**config.mk**
```make
export PLATFORM = sky130hd
export DESIGN_NAME = bbd_core
export DESIGN_NICKNAME = d
export VERILOG_FILES = /design/src/verilog/bbd_pkg.sv /design/src/verilog/bbd_op_decode.sv /design/src/verilog/bbd_core.sv
export SDC_FILE = /design/constraint.sdc
export NUM_CORES = 1
export LEC_CHECK = 0
export BUFFER_PORTS_ARGS = -buffer_cell sky130_fd_sc_hd__buf_4
export CAP_MARGIN = 15
export CELL_PAD_IN_SITES_DETAIL_PLACEMENT = 1
export CELL_PAD_IN_SITES_GLOBAL_PLACEMENT = 1
export CORE_ASPECT_RATIO = 1.4
export CORE_MARGIN = 2
export CORE_UTILIZATION = 43
export DETAILED_ROUTE_END_ITERATION = 10
export GPL_TIMING_DRIVEN = 0
export PLACE_DENSITY_LB_ADDON = 0.1
export RECOVER_POWER = 100
export SLEW_MARGIN = 20
export SYNTH_ARGS = -nofsm -noshare
export SYNTH_HDL_FRONTEND = slang
export SYNTH_SLANG_ARGS = --single-unit
```
**constraint.sdc**
```tcl
create_clock -name core_clk -period 4.3 [get_ports core_clk]
set_clock_uncertainty 0.2 [all_clocks]
set_input_delay 0.86 -clock core_clk [delete_from_list [all_inputs] [get_ports core_clk]]
set_output_delay 0.86 -clock core_clk [all_outputs]
set_load 0.02 [all_outputs]
```
**src/verilog/bbd_pkg.sv**
```systemverilog
// Shared constants for the branch and bit-operation decoder.
// Assumes an 8-bit core with one clock; no timing constants beyond cycle counts.
`default_nettype none
package bbd_pkg;
	// ----------------------------------------------------------------
	// Opcodes
	// ----------------------------------------------------------------
	localparam logic [4:0] ABS_CALL_LO = 5'h11;
	localparam logic [4:0] ABS_JMP_LO = 5'h01;
	localparam int ABS_HI_MSB = 7;
	localparam int ABS_HI_LSB = 5;
	localparam logic [7:0] OP_RJMP = 8'h80;
	localparam logic [7:0] OP_JMPI = 8'h73;
	localparam logic [7:0] OP_JZ = 8'h60;
	localparam logic [7:0] OP_JNZ = 8'h70;
	localparam logic [7:0] OP_JC = 8'h40;
	localparam logic [7:0] OP_JNC = 8'h50;
	localparam logic [7:0] OP_JB = 8'h20;
	localparam logic [7:0] OP_JNB = 8'h30;
	localparam logic [7:0] OP_JBCL = 8'h10;
	localparam logic [7:0] OP_CJ_DIR = 8'hB5;
	localparam logic [7:0] OP_CJ_IMM = 8'hB4;
	localparam logic [7:0] OP_CJ_IND = 8'hB6;
	localparam logic [7:0] OP_CJ_REG = 8'hB8;
	localparam logic [7:0] OP_DJ_REG = 8'hD8;
	localparam logic [7:0] OP_DJ_DIR = 8'hD5;
	localparam logic [7:0] OP_ANL_C = 8'h82;
	localparam logic [7:0] OP_ANL_CN = 8'hB0;
	localparam logic [7:0] OP_ORL_C = 8'h72;
	localparam logic [7:0] OP_ORL_CN = 8'hA0;
	localparam logic [7:0] OP_MOV_CB = 8'hA2;
	localparam logic [7:0] OP_MOV_BC = 8'h92;
	localparam logic [7:0] OP_BRK = 8'hA5;
	localparam logic [7:0] OP_SETB_C = 8'hD3;
	localparam logic [7:0] OP_CLR_C = 8'hC3;
	localparam logic [7:0] OP_CPL_C = 8'hB3;
	localparam logic [7:0] REG_MASK = 8'hF8;
	localparam logic [7:0] IND_MASK = 8'hFE;
	// ----------------------------------------------------------------
	// Lengths and cycle counts
	// ----------------------------------------------------------------
	localparam logic [1:0] LEN_1 = 2'h1;
	localparam logic [1:0] LEN_2 = 2'h2;
	localparam logic [1:0] LEN_3 = 2'h3;
	localparam logic [2:0] CYC_ABSCALL = 3'h6;
	localparam logic [2:0] CYC_ABSJMP = 3'h3;
	localparam logic [2:0] CYC_REL = 3'h3;
	localparam logic [2:0] CYC_JMPI = 3'h2;
	localparam logic [2:0] CYC_BIT_BR = 3'h4;
	localparam logic [2:0] CYC_CMPJ = 3'h4;
	localparam logic [2:0] CYC_DJ_REG = 3'h3;
	localparam logic [2:0] CYC_DJ_DIR = 3'h4;
	localparam logic [2:0] CYC_CBIT = 3'h2;
	localparam logic [2:0] CYC_MOVBC = 3'h3;
	localparam logic [2:0] CYC_ONE = 3'h1;
	localparam logic RST_FLAG = 1'b0;
	// ----------------------------------------------------------------
	// Types
	// ----------------------------------------------------------------
	typedef enum logic [4:0] {
		CL_NONE = 5'b00000, CL_ABSCALL = 5'b00001, CL_ABSJMP = 5'b00010, CL_RJMP = 5'b00011,
		CL_JMPI = 5'b00100, CL_JZ = 5'b00101, CL_JNZ = 5'b00110, CL_JC = 5'b00111,
		CL_JNC = 5'b01000, CL_JB = 5'b01001, CL_JNB = 5'b01010, CL_JBCL = 5'b01011,
		CL_CJ_DIR = 5'b01100, CL_CJ_IMM = 5'b01101, CL_CJ_MEM = 5'b01110, CL_DJ_REG = 5'b01111,
		CL_DJ_DIR = 5'b10000, CL_ANL = 5'b10001, CL_ANLN = 5'b10010, CL_ORL = 5'b10011,
		CL_ORLN = 5'b10100, CL_MOVCB = 5'b10101, CL_MOVBC = 5'b10110, CL_BRK = 5'b10111,
		CL_SETC = 5'b11000, CL_CLRC = 5'b11001, CL_CPLC = 5'b11010
	} bbd_cls_e;
	typedef enum logic [1:0] {MD_DIRECT = 2'b00, MD_REG = 2'b01, MD_IND = 2'b10, MD_NONE = 2'b11} bbd_mode_e;
	typedef enum logic [1:0] {ALU_NONE = 2'b00, ALU_FULL = 2'b01, ALU_MULDIV = 2'b10, ALU_C_ONLY = 2'b11} bbd_alu_e;
	typedef enum logic [1:0] {ST_IDLE = 2'b00, ST_FETCH2 = 2'b01, ST_FETCH3 = 2'b10, ST_EXEC = 2'b11} bbd_state_e;
endpackage
`default_nettype wire

```
**src/verilog/bbd_op_decode.sv**
```systemverilog
// Opcode classifier: class, length, cycle count and operand mode.
// Purely combinational; the caller registers whatever it keeps.
`timescale 1ns/1ps
`default_nettype none
module bbd_op_decode import bbd_pkg::*; (
	// Opcode in
	input wire logic [7:0] op,
	// Decode out
	output bbd_cls_e cls,
	output logic [1:0] nbytes,
	output logic [2:0] ncyc,
	output bbd_mode_e mode
);
	// ----------------------------------------------------------------
	// Classification
	// ----------------------------------------------------------------
	// Masked groups first, then the single opcodes; anything else is foreign
	always_comb begin
		cls = CL_NONE;
		nbytes = LEN_1;
		ncyc = CYC_ONE;
		mode = MD_NONE;
		if (op[4:0] == ABS_CALL_LO) begin
			cls = CL_ABSCALL; nbytes = LEN_2; ncyc = CYC_ABSCALL;
		end else if (op[4:0] == ABS_JMP_LO) begin
			cls = CL_ABSJMP; nbytes = LEN_2; ncyc = CYC_ABSJMP;
		end else if ((op & REG_MASK) == OP_CJ_REG) begin
			cls = CL_CJ_MEM; nbytes = LEN_3; ncyc = CYC_CMPJ; mode = MD_REG;
		end else if ((op & IND_MASK) == OP_CJ_IND) begin
			cls = CL_CJ_MEM; nbytes = LEN_3; ncyc = CYC_CMPJ; mode = MD_IND;
		end else if ((op & REG_MASK) == OP_DJ_REG) begin
			cls = CL_DJ_REG; nbytes = LEN_2; ncyc = CYC_DJ_REG; mode = MD_REG;
		end else begin
			case (op)
				OP_RJMP: begin cls = CL_RJMP; nbytes = LEN_2; ncyc = CYC_REL; end
				OP_JMPI: begin cls = CL_JMPI; ncyc = CYC_JMPI; end
				OP_JZ: begin cls = CL_JZ; nbytes = LEN_2; ncyc = CYC_REL; end
				OP_JNZ: begin cls = CL_JNZ; nbytes = LEN_2; ncyc = CYC_REL; end
				OP_JC: begin cls = CL_JC; nbytes = LEN_2; ncyc = CYC_REL; end
				OP_JNC: begin cls = CL_JNC; nbytes = LEN_2; ncyc = CYC_REL; end
				OP_JB: begin cls = CL_JB; nbytes = LEN_3; ncyc = CYC_BIT_BR; mode = MD_DIRECT; end
				OP_JNB: begin cls = CL_JNB; nbytes = LEN_3; ncyc = CYC_BIT_BR; mode = MD_DIRECT; end
				OP_JBCL: begin cls = CL_JBCL; nbytes = LEN_3; ncyc = CYC_BIT_BR; mode = MD_DIRECT; end
				OP_CJ_DIR: begin cls = CL_CJ_DIR; nbytes = LEN_3; ncyc = CYC_CMPJ; mode = MD_DIRECT; end
				OP_CJ_IMM: begin cls = CL_CJ_IMM; nbytes = LEN_3; ncyc = CYC_CMPJ; end
				OP_DJ_DIR: begin cls = CL_DJ_DIR; nbytes = LEN_3; ncyc = CYC_DJ_DIR; mode = MD_DIRECT; end
				OP_ANL_C: begin cls = CL_ANL; nbytes = LEN_2; ncyc = CYC_CBIT; mode = MD_DIRECT; end
				OP_ANL_CN: begin cls = CL_ANLN; nbytes = LEN_2; ncyc = CYC_CBIT; mode = MD_DIRECT; end
				OP_ORL_C: begin cls = CL_ORL; nbytes = LEN_2; ncyc = CYC_CBIT; mode = MD_DIRECT; end
				OP_ORL_CN: begin cls = CL_ORLN; nbytes = LEN_2; ncyc = CYC_CBIT; mode = MD_DIRECT; end
				OP_MOV_CB: begin cls = CL_MOVCB; nbytes = LEN_2; ncyc = CYC_CBIT; mode = MD_DIRECT; end
				OP_MOV_BC: begin cls = CL_MOVBC; nbytes = LEN_2; ncyc = CYC_MOVBC; mode = MD_DIRECT; end
				OP_BRK: cls = CL_BRK;
				OP_SETB_C: cls = CL_SETC;
				OP_CLR_C: cls = CL_CLRC;
				OP_CPL_C: cls = CL_CPLC;
				default: cls = CL_NONE;
			endcase
		end
	end
endmodule
`default_nettype wire

```
**src/verilog/bbd_core.sv**
```systemverilog
// Branch, boolean-bit and carry-flag execution unit of an 8-bit core.
// Assumes the fetch path offers one byte per cycle and operand inputs are same-clock core logic.
//
// Notes on behaviour
// - Absolute call/jump: target bits 10:8 from opcode 7:5, bits 7:0 from byte two.
// - Opcode 80 is a two-byte relative jump taking three cycles.
// - Opcode 73 jumps to accumulator plus data pointer in two cycles.
// - Opcodes 60/70 branch on zero/nonzero accumulator, two bytes, three cycles.
// - Opcodes 40/50 branch on carry set/clear, two bytes, three cycles.
// - Opcodes 20/30 branch on addressed bit one/zero, three bytes, four cycles.
// - Opcode 10 branches on bit one and clears that bit.
// - Compare accumulator with direct or immediate byte, branch when unequal.
// - Compare working register with immediate, branch when unequal.
// - Compare indirect byte through R0/R1 with immediate, branch when unequal.
// - Decrement register or direct byte, branch when result nonzero.
// - AND carry with addressed bit or its complement, two cycles.
// - OR carry with addressed bit or its complement, two cycles.
// - Move bit to carry in two cycles, carry to bit in three.
// - Opcode A5 is a one-cycle breakpoint acting in debug mode.
// - Add/subtract update all three flags; carry-only ops leave others untouched.
// - Multiply/divide clear carry and take overflow from the unit; set-carry forces carry one.
`timescale 1ns/1ps
`default_nettype none
module bbd_core import bbd_pkg::*; (
	// Clock and reset
	input wire logic core_clk,
	input wire logic rst_n,
	// Instruction fetch
	input wire logic fetch_valid,
	input wire logic [7:0] fetch_byte,
	input wire logic [15:0] fetch_pc,
	output logic fetch_ready_r,
	// Operands from the datapath
	input wire logic [7:0] acc_in,
	input wire logic [15:0] data_pointer_16,
	input wire logic [7:0] mem_in,
	input wire logic bit_in,
	input wire logic debug_mode_in,
	// Flag results from the arithmetic unit
	input wire logic alu_valid_in,
	input wire bbd_alu_e alu_kind_in,
	input wire logic alu_carry_in,
	input wire logic alu_ovf_in,
	input wire logic alu_aux_in,
	// Operand selection
	output bbd_mode_e oper_mode_r,
	output logic [7:0] oper_addr_r,
	output logic [2:0] oper_reg_r,
	// Results
	output logic done_r,
	output logic jump_r,
	output logic call_r,
	output logic [15:0] jump_target_r,
	output logic [15:0] ret_addr_r,
	output logic mem_wr_r,
	output logic [7:0] mem_wr_data_r,
	output logic bit_wr_r,
	output logic bit_wr_val_r,
	output logic brk_r,
	output logic bad_op_r,
	// Flags
	output logic carry_flag,
	output logic overflow_flag,
	output logic aux_carry_flag
);
	// ----------------------------------------------------------------
	// Sequencing
	// ----------------------------------------------------------------
	bbd_state_e state_r, state_nxt;
	bbd_cls_e cls_r, dec_cls;
	bbd_mode_e dec_mode;
	logic [1:0] nbytes_r, dec_nbytes;
	logic [2:0] ncyc_r, dec_ncyc, cnt_r;
	logic [7:0] op_r, b2_r, b3_r;
	logic [15:0] pc_r;
	logic take, finish, last_byte, stall;
	logic [7:0] b2_v, b3_v, rel_v, cmp_a, cmp_b, dec_v;

	bbd_op_decode u_dec (
		.op(fetch_byte),
		.cls(dec_cls),
		.nbytes(dec_nbytes),
		.ncyc(dec_ncyc),
		.mode(dec_mode)
	);

	// A byte is taken only while ready; the opcode only in idle
	assign take = (state_r == ST_IDLE) && fetch_valid && fetch_ready_r;
	assign stall = ((state_r == ST_FETCH2) || (state_r == ST_FETCH3)) && !fetch_valid;
	assign last_byte = ((state_r == ST_FETCH2) && (nbytes_r == LEN_2)) || (state_r == ST_FETCH3);
	// Finish on the edge that closes the last cycle of the instruction
	assign finish = (take && dec_ncyc == CYC_ONE) ||
		((state_r == ST_EXEC || (last_byte && fetch_valid)) && cnt_r == ncyc_r - 3'h1);

	// Next state
	always_comb begin
		state_nxt = state_r;
		case (state_r)
			ST_IDLE: begin
				if (take && dec_ncyc != CYC_ONE) begin
					state_nxt = (dec_nbytes == LEN_1) ? ST_EXEC : ST_FETCH2;
				end
			end
			ST_FETCH2: begin
				if (fetch_valid) begin
					state_nxt = (nbytes_r == LEN_3) ? ST_FETCH3 : ST_EXEC;
				end
			end
			ST_FETCH3: begin
				if (fetch_valid) begin
					state_nxt = ST_EXEC;
				end
			end
			ST_EXEC: state_nxt = ST_EXEC;
			default: state_nxt = ST_IDLE;
		endcase
		if (finish) begin
			state_nxt = ST_IDLE;
		end
	end

	// State, ready and cycle count; a stalled fetch freezes the count
	always_ff @(posedge core_clk or negedge rst_n) begin
		if (!rst_n) begin
			state_r <= ST_IDLE;
			fetch_ready_r <= 1'b0;
			cnt_r <= 3'h0;
		end else begin
			state_r <= state_nxt;
			fetch_ready_r <= (state_nxt != ST_EXEC);
			if (take) begin
				cnt_r <= 3'h1;
			end else if (state_r != ST_IDLE && !stall) begin
				cnt_r <= cnt_r + 3'h1;
			end
		end
	end

	// Instruction bytes and operand selection
	always_ff @(posedge core_clk or negedge rst_n) begin
		if (!rst_n) begin
			cls_r <= CL_NONE;
			nbytes_r <= LEN_1;
			ncyc_r <= CYC_ONE;
			op_r <= 8'h00;
			b2_r <= 8'h00;
			b3_r <= 8'h00;
			pc_r <= 16'h0000;
			oper_mode_r <= MD_NONE;
			oper_addr_r <= 8'h00;
			oper_reg_r <= 3'h0;
		end else begin
			if (take) begin
				cls_r <= dec_cls;
				nbytes_r <= dec_nbytes;
				ncyc_r <= dec_ncyc;
				op_r <= fetch_byte;
				pc_r <= fetch_pc;
				oper_mode_r <= dec_mode;
				oper_reg_r <= fetch_byte[2:0];
			end
			if (state_r == ST_FETCH2 && fetch_valid) begin
				b2_r <= fetch_byte;
				oper_addr_r <= fetch_byte;
			end
			if (state_r == ST_FETCH3 && fetch_valid) begin
				b3_r <= fetch_byte;
			end
		end
	end

	// ----------------------------------------------------------------
	// Execution
	// ----------------------------------------------------------------
	// Bytes arriving on the finishing edge are used straight from the bus
	assign b2_v = (state_r == ST_FETCH2) ? fetch_byte : b2_r;
	assign b3_v = (state_r == ST_FETCH3) ? fetch_byte : b3_r;
	assign rel_v = (nbytes_r == LEN_3) ? b3_v : b2_v;
	assign cmp_a = (cls_r == CL_CJ_MEM) ? mem_in : acc_in;
	assign cmp_b = (cls_r == CL_CJ_DIR) ? mem_in : b2_v;
	assign dec_v = mem_in - 8'h01;

	logic br_take, is_jump, carry_upd, carry_nxt;
	logic [15:0] pc_after, rel_tgt, jmp_tgt;
	assign pc_after = pc_r + {14'h0000, nbytes_r};
	assign rel_tgt = pc_after + {{8{rel_v[7]}}, rel_v};

	// Branch decision, target and new carry for the finishing instruction
	always_comb begin
		br_take = 1'b0;
		is_jump = 1'b1;
		jmp_tgt = rel_tgt;
		carry_upd = 1'b0;
		carry_nxt = carry_flag;
		case (cls_r)
			CL_ABSCALL, CL_ABSJMP: begin
				br_take = 1'b1;
				jmp_tgt = {pc_after[15:11], op_r[ABS_HI_MSB:ABS_HI_LSB], b2_v};
			end
			CL_RJMP: br_take = 1'b1;
			CL_JMPI: begin
				br_take = 1'b1;
				jmp_tgt = data_pointer_16 + {8'h00, acc_in};
			end
			CL_JZ: br_take = (acc_in == 8'h00);
			CL_JNZ: br_take = (acc_in != 8'h00);
			CL_JC: br_take = carry_flag;
			CL_JNC: br_take = !carry_flag;
			CL_JB, CL_JBCL: br_take = bit_in;
			CL_JNB: br_take = !bit_in;
			CL_CJ_DIR, CL_CJ_IMM, CL_CJ_MEM: begin
				br_take = (cmp_a != cmp_b);
				carry_upd = 1'b1;
				carry_nxt = (cmp_a < cmp_b);
			end
			CL_DJ_REG, CL_DJ_DIR: br_take = (dec_v != 8'h00);
			default: begin
				is_jump = 1'b0;
				carry_upd = 1'b1;
				case (cls_r)
					CL_ANL: carry_nxt = carry_flag & bit_in;
					CL_ANLN: carry_nxt = carry_flag & !bit_in;
					CL_ORL: carry_nxt = carry_flag | bit_in;
					CL_ORLN: carry_nxt = carry_flag | !bit_in;
					CL_MOVCB: carry_nxt = bit_in;
					CL_SETC: carry_nxt = 1'b1;
					CL_CLRC: carry_nxt = 1'b0;
					CL_CPLC: carry_nxt = !carry_flag;
					default: carry_upd = 1'b0;
				endcase
			end
		endcase
		br_take = br_take && is_jump;
	end

	// Result pulses, all for one cycle after the finishing edge
	always_ff @(posedge core_clk or negedge rst_n) begin
		if (!rst_n) begin
			done_r <= 1'b0;
			jump_r <= 1'b0;
			call_r <= 1'b0;
			jump_target_r <= 16'h0000;
			ret_addr_r <= 16'h0000;
			mem_wr_r <= 1'b0;
			mem_wr_data_r <= 8'h00;
			bit_wr_r <= 1'b0;
			bit_wr_val_r <= 1'b0;
			brk_r <= 1'b0;
			bad_op_r <= 1'b0;
		end else begin
			done_r <= finish;
			jump_r <= finish && !take && br_take;
			call_r <= finish && !take && (cls_r == CL_ABSCALL);
			mem_wr_r <= finish && !take && (cls_r == CL_DJ_REG || cls_r == CL_DJ_DIR);
			bit_wr_r <= finish && !take && ((cls_r == CL_JBCL && bit_in) || cls_r == CL_MOVBC);
			// Breakpoint and foreign opcodes are single-cycle and finish on the take edge
			brk_r <= take && dec_cls == CL_BRK && debug_mode_in;
			bad_op_r <= take && dec_cls == CL_NONE;
			if (finish && !take) begin
				jump_target_r <= jmp_tgt;
				ret_addr_r <= pc_after;
				mem_wr_data_r <= dec_v;
				bit_wr_val_r <= (cls_r == CL_MOVBC) ? carry_flag : 1'b0;
			end
		end
	end

	// ----------------------------------------------------------------
	// Program status flags
	// ----------------------------------------------------------------
	// A single-cycle take or a carry-updating finish wins; an arithmetic-unit report in that cycle is dropped
	always_ff @(posedge core_clk or negedge rst_n) begin
		if (!rst_n) begin
			carry_flag <= RST_FLAG;
			overflow_flag <= RST_FLAG;
			aux_carry_flag <= RST_FLAG;
		end else if (take && dec_ncyc == CYC_ONE) begin
			case (dec_cls)
				CL_SETC: carry_flag <= 1'b1;
				CL_CLRC: carry_flag <= 1'b0;
				CL_CPLC: carry_flag <= !carry_flag;
				default: carry_flag <= carry_flag;
			endcase
		end else if (finish && carry_upd) begin
			carry_flag <= carry_nxt;
		end else if (alu_valid_in) begin
			case (alu_kind_in)
				ALU_FULL: begin
					carry_flag <= alu_carry_in;
					overflow_flag <= alu_ovf_in;
					aux_carry_flag <= alu_aux_in;
				end
				ALU_MULDIV: begin
					carry_flag <= 1'b0;
					overflow_flag <= alu_ovf_in;
				end
				ALU_C_ONLY: carry_flag <= alu_carry_in;
				default: carry_flag <= carry_flag;
			endcase
		end
	end
endmodule
`default_nettype wire

```
==> results of run 1 <==
[cells in the mapped netlist (all sizes together), types with 3 or more instances]
| cell | number | share of area [%] |
|---|---|---|
| mux2 | 26 | 3.8 |
| nor2 | 64 | 3.1 |
| o31ai | 5 | 0.48 |
| o22ai | 13 | 1.1 |
| nor4 | 11 | 0.96 |
| xnor2 | 29 | 3.3 |
| nand4 | 10 | 0.80 |
| o211ai | 5 | 0.48 |
| nand2 | 183 | 8.8 |
| or4 | 4 | 0.38 |
| nor2b | 11 | 1.1 |
| or3 | 5 | 0.53 |
| fa | 3 | 0.77 |
| o21ai | 70 | 4.5 |
| a211oi | 12 | 1.2 |
| o21a | 3 | 0.29 |
| ha | 46 | 7.4 |
| o2111ai | 4 | 0.45 |
| mux2i | 12 | 1.5 |
| a31oi | 9 | 0.72 |
| clkbuf | 34 | 1.6 |
| dfrtp | 103 | 33 |
| nand4b | 4 | 0.45 |
| and3 | 8 | 0.64 |
| o32ai | 4 | 0.45 |
| a21oi | 41 | 2.7 |
| nand2b | 12 | 0.96 |
| dfstp | 4 | 1.3 |
| or2 | 6 | 0.48 |
| nor3 | 20 | 1.3 |
| a222oi | 3 | 0.38 |
| a21o | 10 | 0.96 |
| nor3b | 5 | 0.48 |
| nand3 | 19 | 1.2 |
| o22a | 3 | 0.34 |
| inv | 33 | 1.6 |
| a221oi | 11 | 1.2 |
| nand3b | 6 | 0.58 |
| xor2 | 24 | 2.7 |
| and2 | 7 | 0.56 |
| a41oi | 3 | 0.34 |
| buf | 18 | 1.3 |
[routing by layer]
layer,share of wire [%],vias up,GRT usage [%]
met5,0,-,0
met4,4.2,0,13.5
met3,3.1,51,3.35
met2,52,155,50.9
met1,40,3668,31.5
li1,-,3594,-
[power by group through the flow]
stage                     registers [mW]  logic (mW)  clock network [mW]
after global routing                1.86        5.33               0.891
after CTS                           1.80        4.94               0.854
after floorplan                     1.99        3.14                   0
final                               1.80        4.85               0.841
after global placement              1.80        4.81                   0
after detailed placement            1.82        4.90                   0
[worst paths after layout]
kind	end	slack, ns	depth (start not counted)
max reg2reg	jump_target_r[15]	0.18	12
max	jump_target_r[15]	0.18	12
max in group asynchronous	pc_r[3]	1.12	1
min reg2reg	ret_addr_r[7]	0.28	2
min	ret_addr_r[7]	0.28	2
min in group asynchronous	mem_wr_data_r[4]	1.14	1
[state kept, by name, summed over array words and instances, names as in the netlist, 2 cells and up]
name	flops
jump_target_r	16
pc_r	16
nbytes_r	2
cls_r	5
cnt_r	3
ret_addr_r	16
op_r	4
state_r	2
b2_r	8
oper_reg_r	2
b3_r	8
mem_wr_data_r	8
oper_mode_r	2
ncyc_r	3
[per-stage QoR]
step                TNS [ns]  setup slack (ns)  hold WS (ns)  total power [mW]
global placement      -0.368            -0.188         0.255              6.61
finish                     0             0.184         0.275              7.49
global route        -0.00344          -0.00344         0.315              8.08
CTS                        0            0.0308         0.285              7.60
detailed placement    -0.538            -0.248         0.265              6.72
floorplan                  0             0.384         0.242              5.13
[worst reg2reg max path, delay by kind of cell, from the launching register on]
family	cells	cell delay (ns)
and+or+nand+nor	3	1.05
AOI/OAI and AO/OA	4	1.01
adders and majority gates	3	0.88
DFF	1	0.61
xor gates and xnor gates	1	0.18
buffers and inverters	1	0.06
[logic make-up (layout without fill, tap and decap cells)]
family	count (synthesis)	count (layout)	share of synthesized area, %
AO/OA/AOI/OAI	220	220	18.4
XOR/XNOR	53	53	5.95
adder cells (fa/ha/maj)	49	49	8.14
buffers and inverters	85	228	4.52
flip-flops	107	107	34.4
multiplexers	38	38	5.34
AND/OR/NAND/NOR	382	382	23.3
[area by class of cell]
type                    instances  area (sq um)
multi-input cells             742          4810
inverters                      33           124
plain buffers                  50           224
flip-flops and latches        107          2680
clock buffers                  10           229
fillers                      2300          8700
clock inverters                 6          56.3
repair buffers                129           722
well taps                     240           300
[placed cells by master (no fill, tap or decap), drive strengths merged, types with 29 or more instances in the layout]
cell | Yosys | layout
nand2 | 183 | 183
clkbuf | 34 | 114
dfrtp | 103 | 103
buf | 18 | 75
o21ai | 70 | 70
nor2 | 64 | 64
ha | 46 | 46
a21oi | 41 | 41
inv | 33 | 37
xnor2 | 29 | 29
[repair_timing]
action | CTS | global route
pin swaps | 0 | 1
setup endpoints to repair | 3 | 3
hold buffers | 0 | 0
gates resized for setup | 3 | 11
setup buffers | 0 | 3
endpoints found under the hold margin | 0 | 0
==> run_results.csv, run 1 <==
group,metric,value,unit
logic_synthesis,syn_inst,934,
clocking,cts-buffers-inserted,9,
floorplan,start_util,43.7,%
grt,antenna_found_initial,0,
power,p_sw,3.72,mW
power,powerDensity,818,nW/um^2
logic_synthesis,yosysSeqAreaShare,34.4,%
grt,grt_pass1_wl,41.7,mm
drt,drc,0,
logic_synthesis,syn_area,7810,sq um
clocking,clkSinkCount,107,
power,clockPowerShare,11.2,%
clocking,clk_latency,0.37,ns
power,p_comb_share,64.7,%
sta,hold_viol,0,
place,port_buffers,126,
logic_synthesis,syn_area_per_cell,8.36,sq um
cells_and_area,syn2layout_area_growth,17.2,%
clocking,cts_root_buffer,"clkbuf_16",
power,p_sw_share,49.7,%
place,place_area,9060,sq um
power,p_leak,4.05,nW
drt,dr_total_vias,7468,
grt,grt_max_degree,108,
floorplan,die-height,163,microns
drt,drt_pass1_iterations,4,
worst_setup_path,reg2reg_from,"nbytes_r[0]",
floorplan,dieArea,19300,sq um
logic_synthesis,synth-edff-count,0,
worst_setup_path,worstPathRequired,4.34,ns
sta,min_period,4.12,ns
worst_setup_path,crit_type,"register to register",
grt,grtUsageTotal,27.6,%
clocking,htree_levels,3,
worst_setup_path,critical_path.cell_chain,"ha_1 > inv_1 > fa_2 > nor4_2 > xnor2_1 > ha_1 > a21o_1 > or4_1 > a2111o_1 > a41oi_1 > or4b_1 > o211ai_1",
drt,routed_wl,26.2,mm
worst_setup_path,cpPeakStageDelay,0.61,ns
drt,wire_per_inst,19.9,microns
floorplan,dieWidth,118,microns
worst_setup_path,crit_top_cell,"ha_1",
sta,fin_crit_sh,95.7,%
power,vdd_ir_drop_max,368,uV
worst_setup_path,end_kind,"register",
cells_and_area,drive_gt1_share,13.3,%
clocking,cts_tree,"yes",
clocking,cts_buffer_depth,2,
floorplan,core_area,17900,sq um
logic_synthesis,synthArstFlopShare,100,%
worst_setup_path,cp_max_fo,8,
logic_synthesis,ys_types,77,
worst_setup_path,crit_buf_inv,1,
logic_synthesis,synth-seq-cells,107,
place,place_hpwl,20.4,mm
logic_synthesis,ys.flop_type,"dfrtp_1",
worst_setup_path,start_kind,"register",
cells_and_area,diodes,0,
worst_setup_path,worstPathArrival,4.16,ns
worst_setup_path,crit_start,"nbytes_r[0]",
place,gp_congestion,0.954,
drt,viasPerCell,5.67,
worst_setup_path,slowest_stage,"dfstp_2",
sta,final-max-slew-violation-count,108,
power,seqPwrFrac,24.0,%
power,p_int,3.76,mW
cells_and_area,final_nets,1188,
sta,slew_headroom,-85.3,%
floorplan,rows,58,
logic_synthesis,synth.net_count,1050,
cells_and_area,fin_area,9150,sq um
place,place_inst,1300,
sta,max_freq,0.243,GHz
sta,setup_viol,0,
hold_path,holdCritPathClass,"register to register",
drt,drt.antenna.violating_nets,0,
worst_setup_path,cp_top_family,"simple AND/OR/NAND/NOR gates",
sta,worstMarginPinSlew,2.78,ns
grt,first_global_vias,7847,
status,violations,"capacitance limit, slew limit",
grt,grt-ovfl-total,0,
flow_run,drv_cap,1,
logic_synthesis,yosys_warnings,0,
status,status,"complete, but fails checks",
floorplan,ios,132,
clocking,clkTransAtPathRegs,0.08,ns
hold_path,min-delay-start,"ret_addr_r[7]",
cells_and_area,final_cells,1317,
drt,drt_iter0_drc,401,
cells_and_area,fin_util,51.2,%
(Power assumes the default switching activity.)
==> run 2, diff against run 1 <==
Settings changed: BUFFER_PORTS_ARGS -buffer_cell sky130_fd_sc_hd__buf_4 to -buffer_cell sky130_fd_sc_hd__buf_2, TNS_END_PERCENT set to 100.
Clock period 4.3 ns to 3.87 ns, I/O delays scaled along.
==> run 2 against run 1 <==
Effect of this change: the run ends with capacitance limit, slew limit, setup timing left; total power rose by 20%; sequential share of layout area shrank 0.88 points; global-route usage up 0.61 points; first-iteration DRC count shrank 8.2%; clock-buffer cell count is 1 higher; combinational power increased by 24%.
==> run_results.csv, run 2 (synthesis gave the netlist of run 1 again) <==
group,metric,value,unit
power,p_leak,4.26,nW
power,clockPowerShare,10.1,%
sta,setup_viol,1,
sta,hold_viol,0,
worst_setup_path,end_kind,"register",
floorplan,dieWidth,118,microns
sta,final-max-slew-violation-count,65,
worst_setup_path,cp_top_family,"compound AO/OA/AOI/OAI gates",
grt,grtUsageTotal,28.2,%
floorplan,die-height,163,microns
hold_path,holdCritPathClass,"register to register",
clocking,cts_root_buffer,"clkbuf_16",
cells_and_area,fill_cells,2250,
status,status,"complete, but fails checks",
cells_and_area,mostFrequentLayoutCells,"nand2_1 (181), dfrtp_1 (100), buf_2 (90)",
worst_setup_path,worstPathRequired,3.91,ns
power,p_total,8.97,mW
place,gp_congestion,0.941,
cells_and_area,reg.largest.list,"jump_target_r x16, pc_r x16, ret_addr_r x16",
worst_setup_path,cp_max_fo,4,
floorplan,rows,58,
worst_setup_path,critical_path.cell_chain,"ha_4 > a21oi_1 > nor3b_1 > xor2_1 > ha_2 > nor3_2 > nor2_1 > o311a_1 > a2111o_1 > a21oi_2 > nor4_2 > o22a_1",
clocking,htree_levels,3,
power,p_sw,4.38,mW
place,port_buffers,126,
worst_setup_path,crit_buf_inv,0,
cells_and_area,drive_gt1_share,21.0,%
place,place_inst,1301,
cells_and_area,seqCellArea,2690,sq um
cells_and_area,final_common_cell,"nand2_1",
sta,fin_crit_sh,102,%
clocking,cts_buffer_depth,2,
floorplan,dieArea,19300,sq um
sta,worst_slack,-0.0643,ns
cells_and_area,syn2layout_area_growth,21.0,%
grt,antenna_found_initial,0,
grt,first_global_vias,8060,
floorplan,start_util,43.7,%
sta,worstMarginPinSlew,1.66,ns
power,p_comb_share,67.1,%
floorplan,ios,132,
cells_and_area,diodes,0,
clocking,cts_tree,"yes",
power,vdd_ir_drop_max,454,uV
sta,min_period,3.93,ns
place,pre_cts_slack,-0.678,ns
clocking,holdBufCountCts,0,
cells_and_area,final_nets,1212,
drt,drt.antenna.violating_nets,0,
clocking,clk_latency,0.36,ns
worst_setup_path,start_kind,"register",
place,place_hpwl,20.5,mm
status,violations,"capacitance limit, slew limit, setup timing",
floorplan,core_area,17900,sq um
sta,slew_headroom,-10.6,%
drt,drt_pass1_iterations,4,
power,seqPwrFrac,22.7,%
clocking,clkTransAtPathRegs,0.08,ns
worst_setup_path,slowest_stage,"dfstp_2",
sta,hold_slack,0.272,ns
power,p_int,4.59,mW
drt,viasPerCell,5.68,
grt,grt-ovfl-total,0,
sta,max_freq,0.254,GHz
clocking,clkSinkCount,107,
flow_run,drv_cap,1,
power,powerDensity,950,nW/um^2
worst_setup_path,cpPeakStageDelay,0.57,ns
drt,routed_wl,27.0,mm
drt,dr_total_vias,7614,
clocking,cts-buffers-inserted,9,
drt,drc,0,
drt,drt_iter0_drc,368,
worst_setup_path,worstPathArrival,3.98,ns
cells_and_area,fin_util,52.9,%
cells_and_area,multiInputGateArea,5020,sq um
grt,grt_max_degree,65,
grt,grt_pass1_wl,42.8,mm
sta,rsz0062_at_grt,"yes",
cells_and_area,final_cells,1341,
worst_setup_path,crit_type,"register to register",
power,p_sw_share,48.8,%
drt,wire_per_inst,20.1,microns
==> run 2: cell types whose count changed in the layout (fill, tap and decap cells not counted), moves of 4 or more <==
cell / change
buf_2: +85
buf_4: -34
clkbuf_1: -34
clkbuf_2: +4
ha_1: -4
ha_4: +4
o21ai_0: -5
o21ai_1: +5
==> run 2: worst register-to-register path: cells and delay by family (launching register included) <==
family | cells | cell delay, ns
AO/OA/AOI/OAI | 5 | 1.34
AND/OR/NAND/NOR | 4 | 0.74
flip-flops | 1 | 0.57
adder cells (fa/ha/maj) | 2 | 0.56
XOR/XNOR | 1 | 0.41
==> run 2: stage by stage <==
stage          instance area [sq um]  setup TNS (ns)
4_1_cts                         9340               0
2_1_floorplan                   7810               0
3_3_place_gp                    8740           -2.28
5_1_grt                         9440          -0.361
6_report                        9440         -0.0643
3_5_place_dp                    8770           -2.94
==> run 2: final timing paths <==
path	startpoint	endpoint	slack, ns	cells past startpoint
min in group asynchronous	rst_n	mem_wr_data_r[4]	0.64	1
worst max-delay path	nbytes_r[0]	jump_target_r[13]	-0.06	12
worst max register to register	nbytes_r[0]	jump_target_r[13]	-0.06	12
max in group asynchronous	rst_n	ret_addr_r[1]	0.93	2
worst min register to register	ret_addr_r[12]	ret_addr_r[12]	0.27	2
worst min-delay path	ret_addr_r[12]	ret_addr_r[12]	0.27	2
==> run 2: layer usage <==
metal,track usage [%],part of all wire (%),vias up
li1,-,-,3644
met5,0,0,-
met4,11.4,3.8,0
met3,3.63,3.1,47
met2,52.8,53,148
met1,32.4,40,3775
==> run 2: cell type report <==
type | count | area share [%]
plain buffers | 46 | 2.35
clock buffers | 11 | 2.46
clock inverters | 5 | 0.490
inverters | 33 | 1.31
multi-input cells | 742 | 53.2
flip-flops and latches | 107 | 28.4
well taps | 240 | 3.18
repair buffers | 157 | 8.57
==> run 2: power groups by stage <==
| stage | clock network, mW | registers [mW] | logic, mW |
|---|---|---|---|
| 6_report | 0.911 | 2.04 | 6.02 |
| 5_1_grt | 0.971 | 2.10 | 6.60 |
| 4_1_cts | 0.931 | 2.00 | 5.76 |
| 3_5_place_dp | 0 | 2.01 | 5.29 |
| 3_3_place_gp | 0 | 1.99 | 5.19 |
| 2_1_floorplan | 0 | 2.21 | 3.49 |
==> run 2: repair_timing <==
| item | CTS | global route |
|---|---|---|
| setup endpoints to repair | 13 | 8 |
| buffers inserted | 15 | 15 |
| pin swaps | 13 | 23 |
| gates resized for setup | 40 | 23 |
| cloned | 0 | 0 |
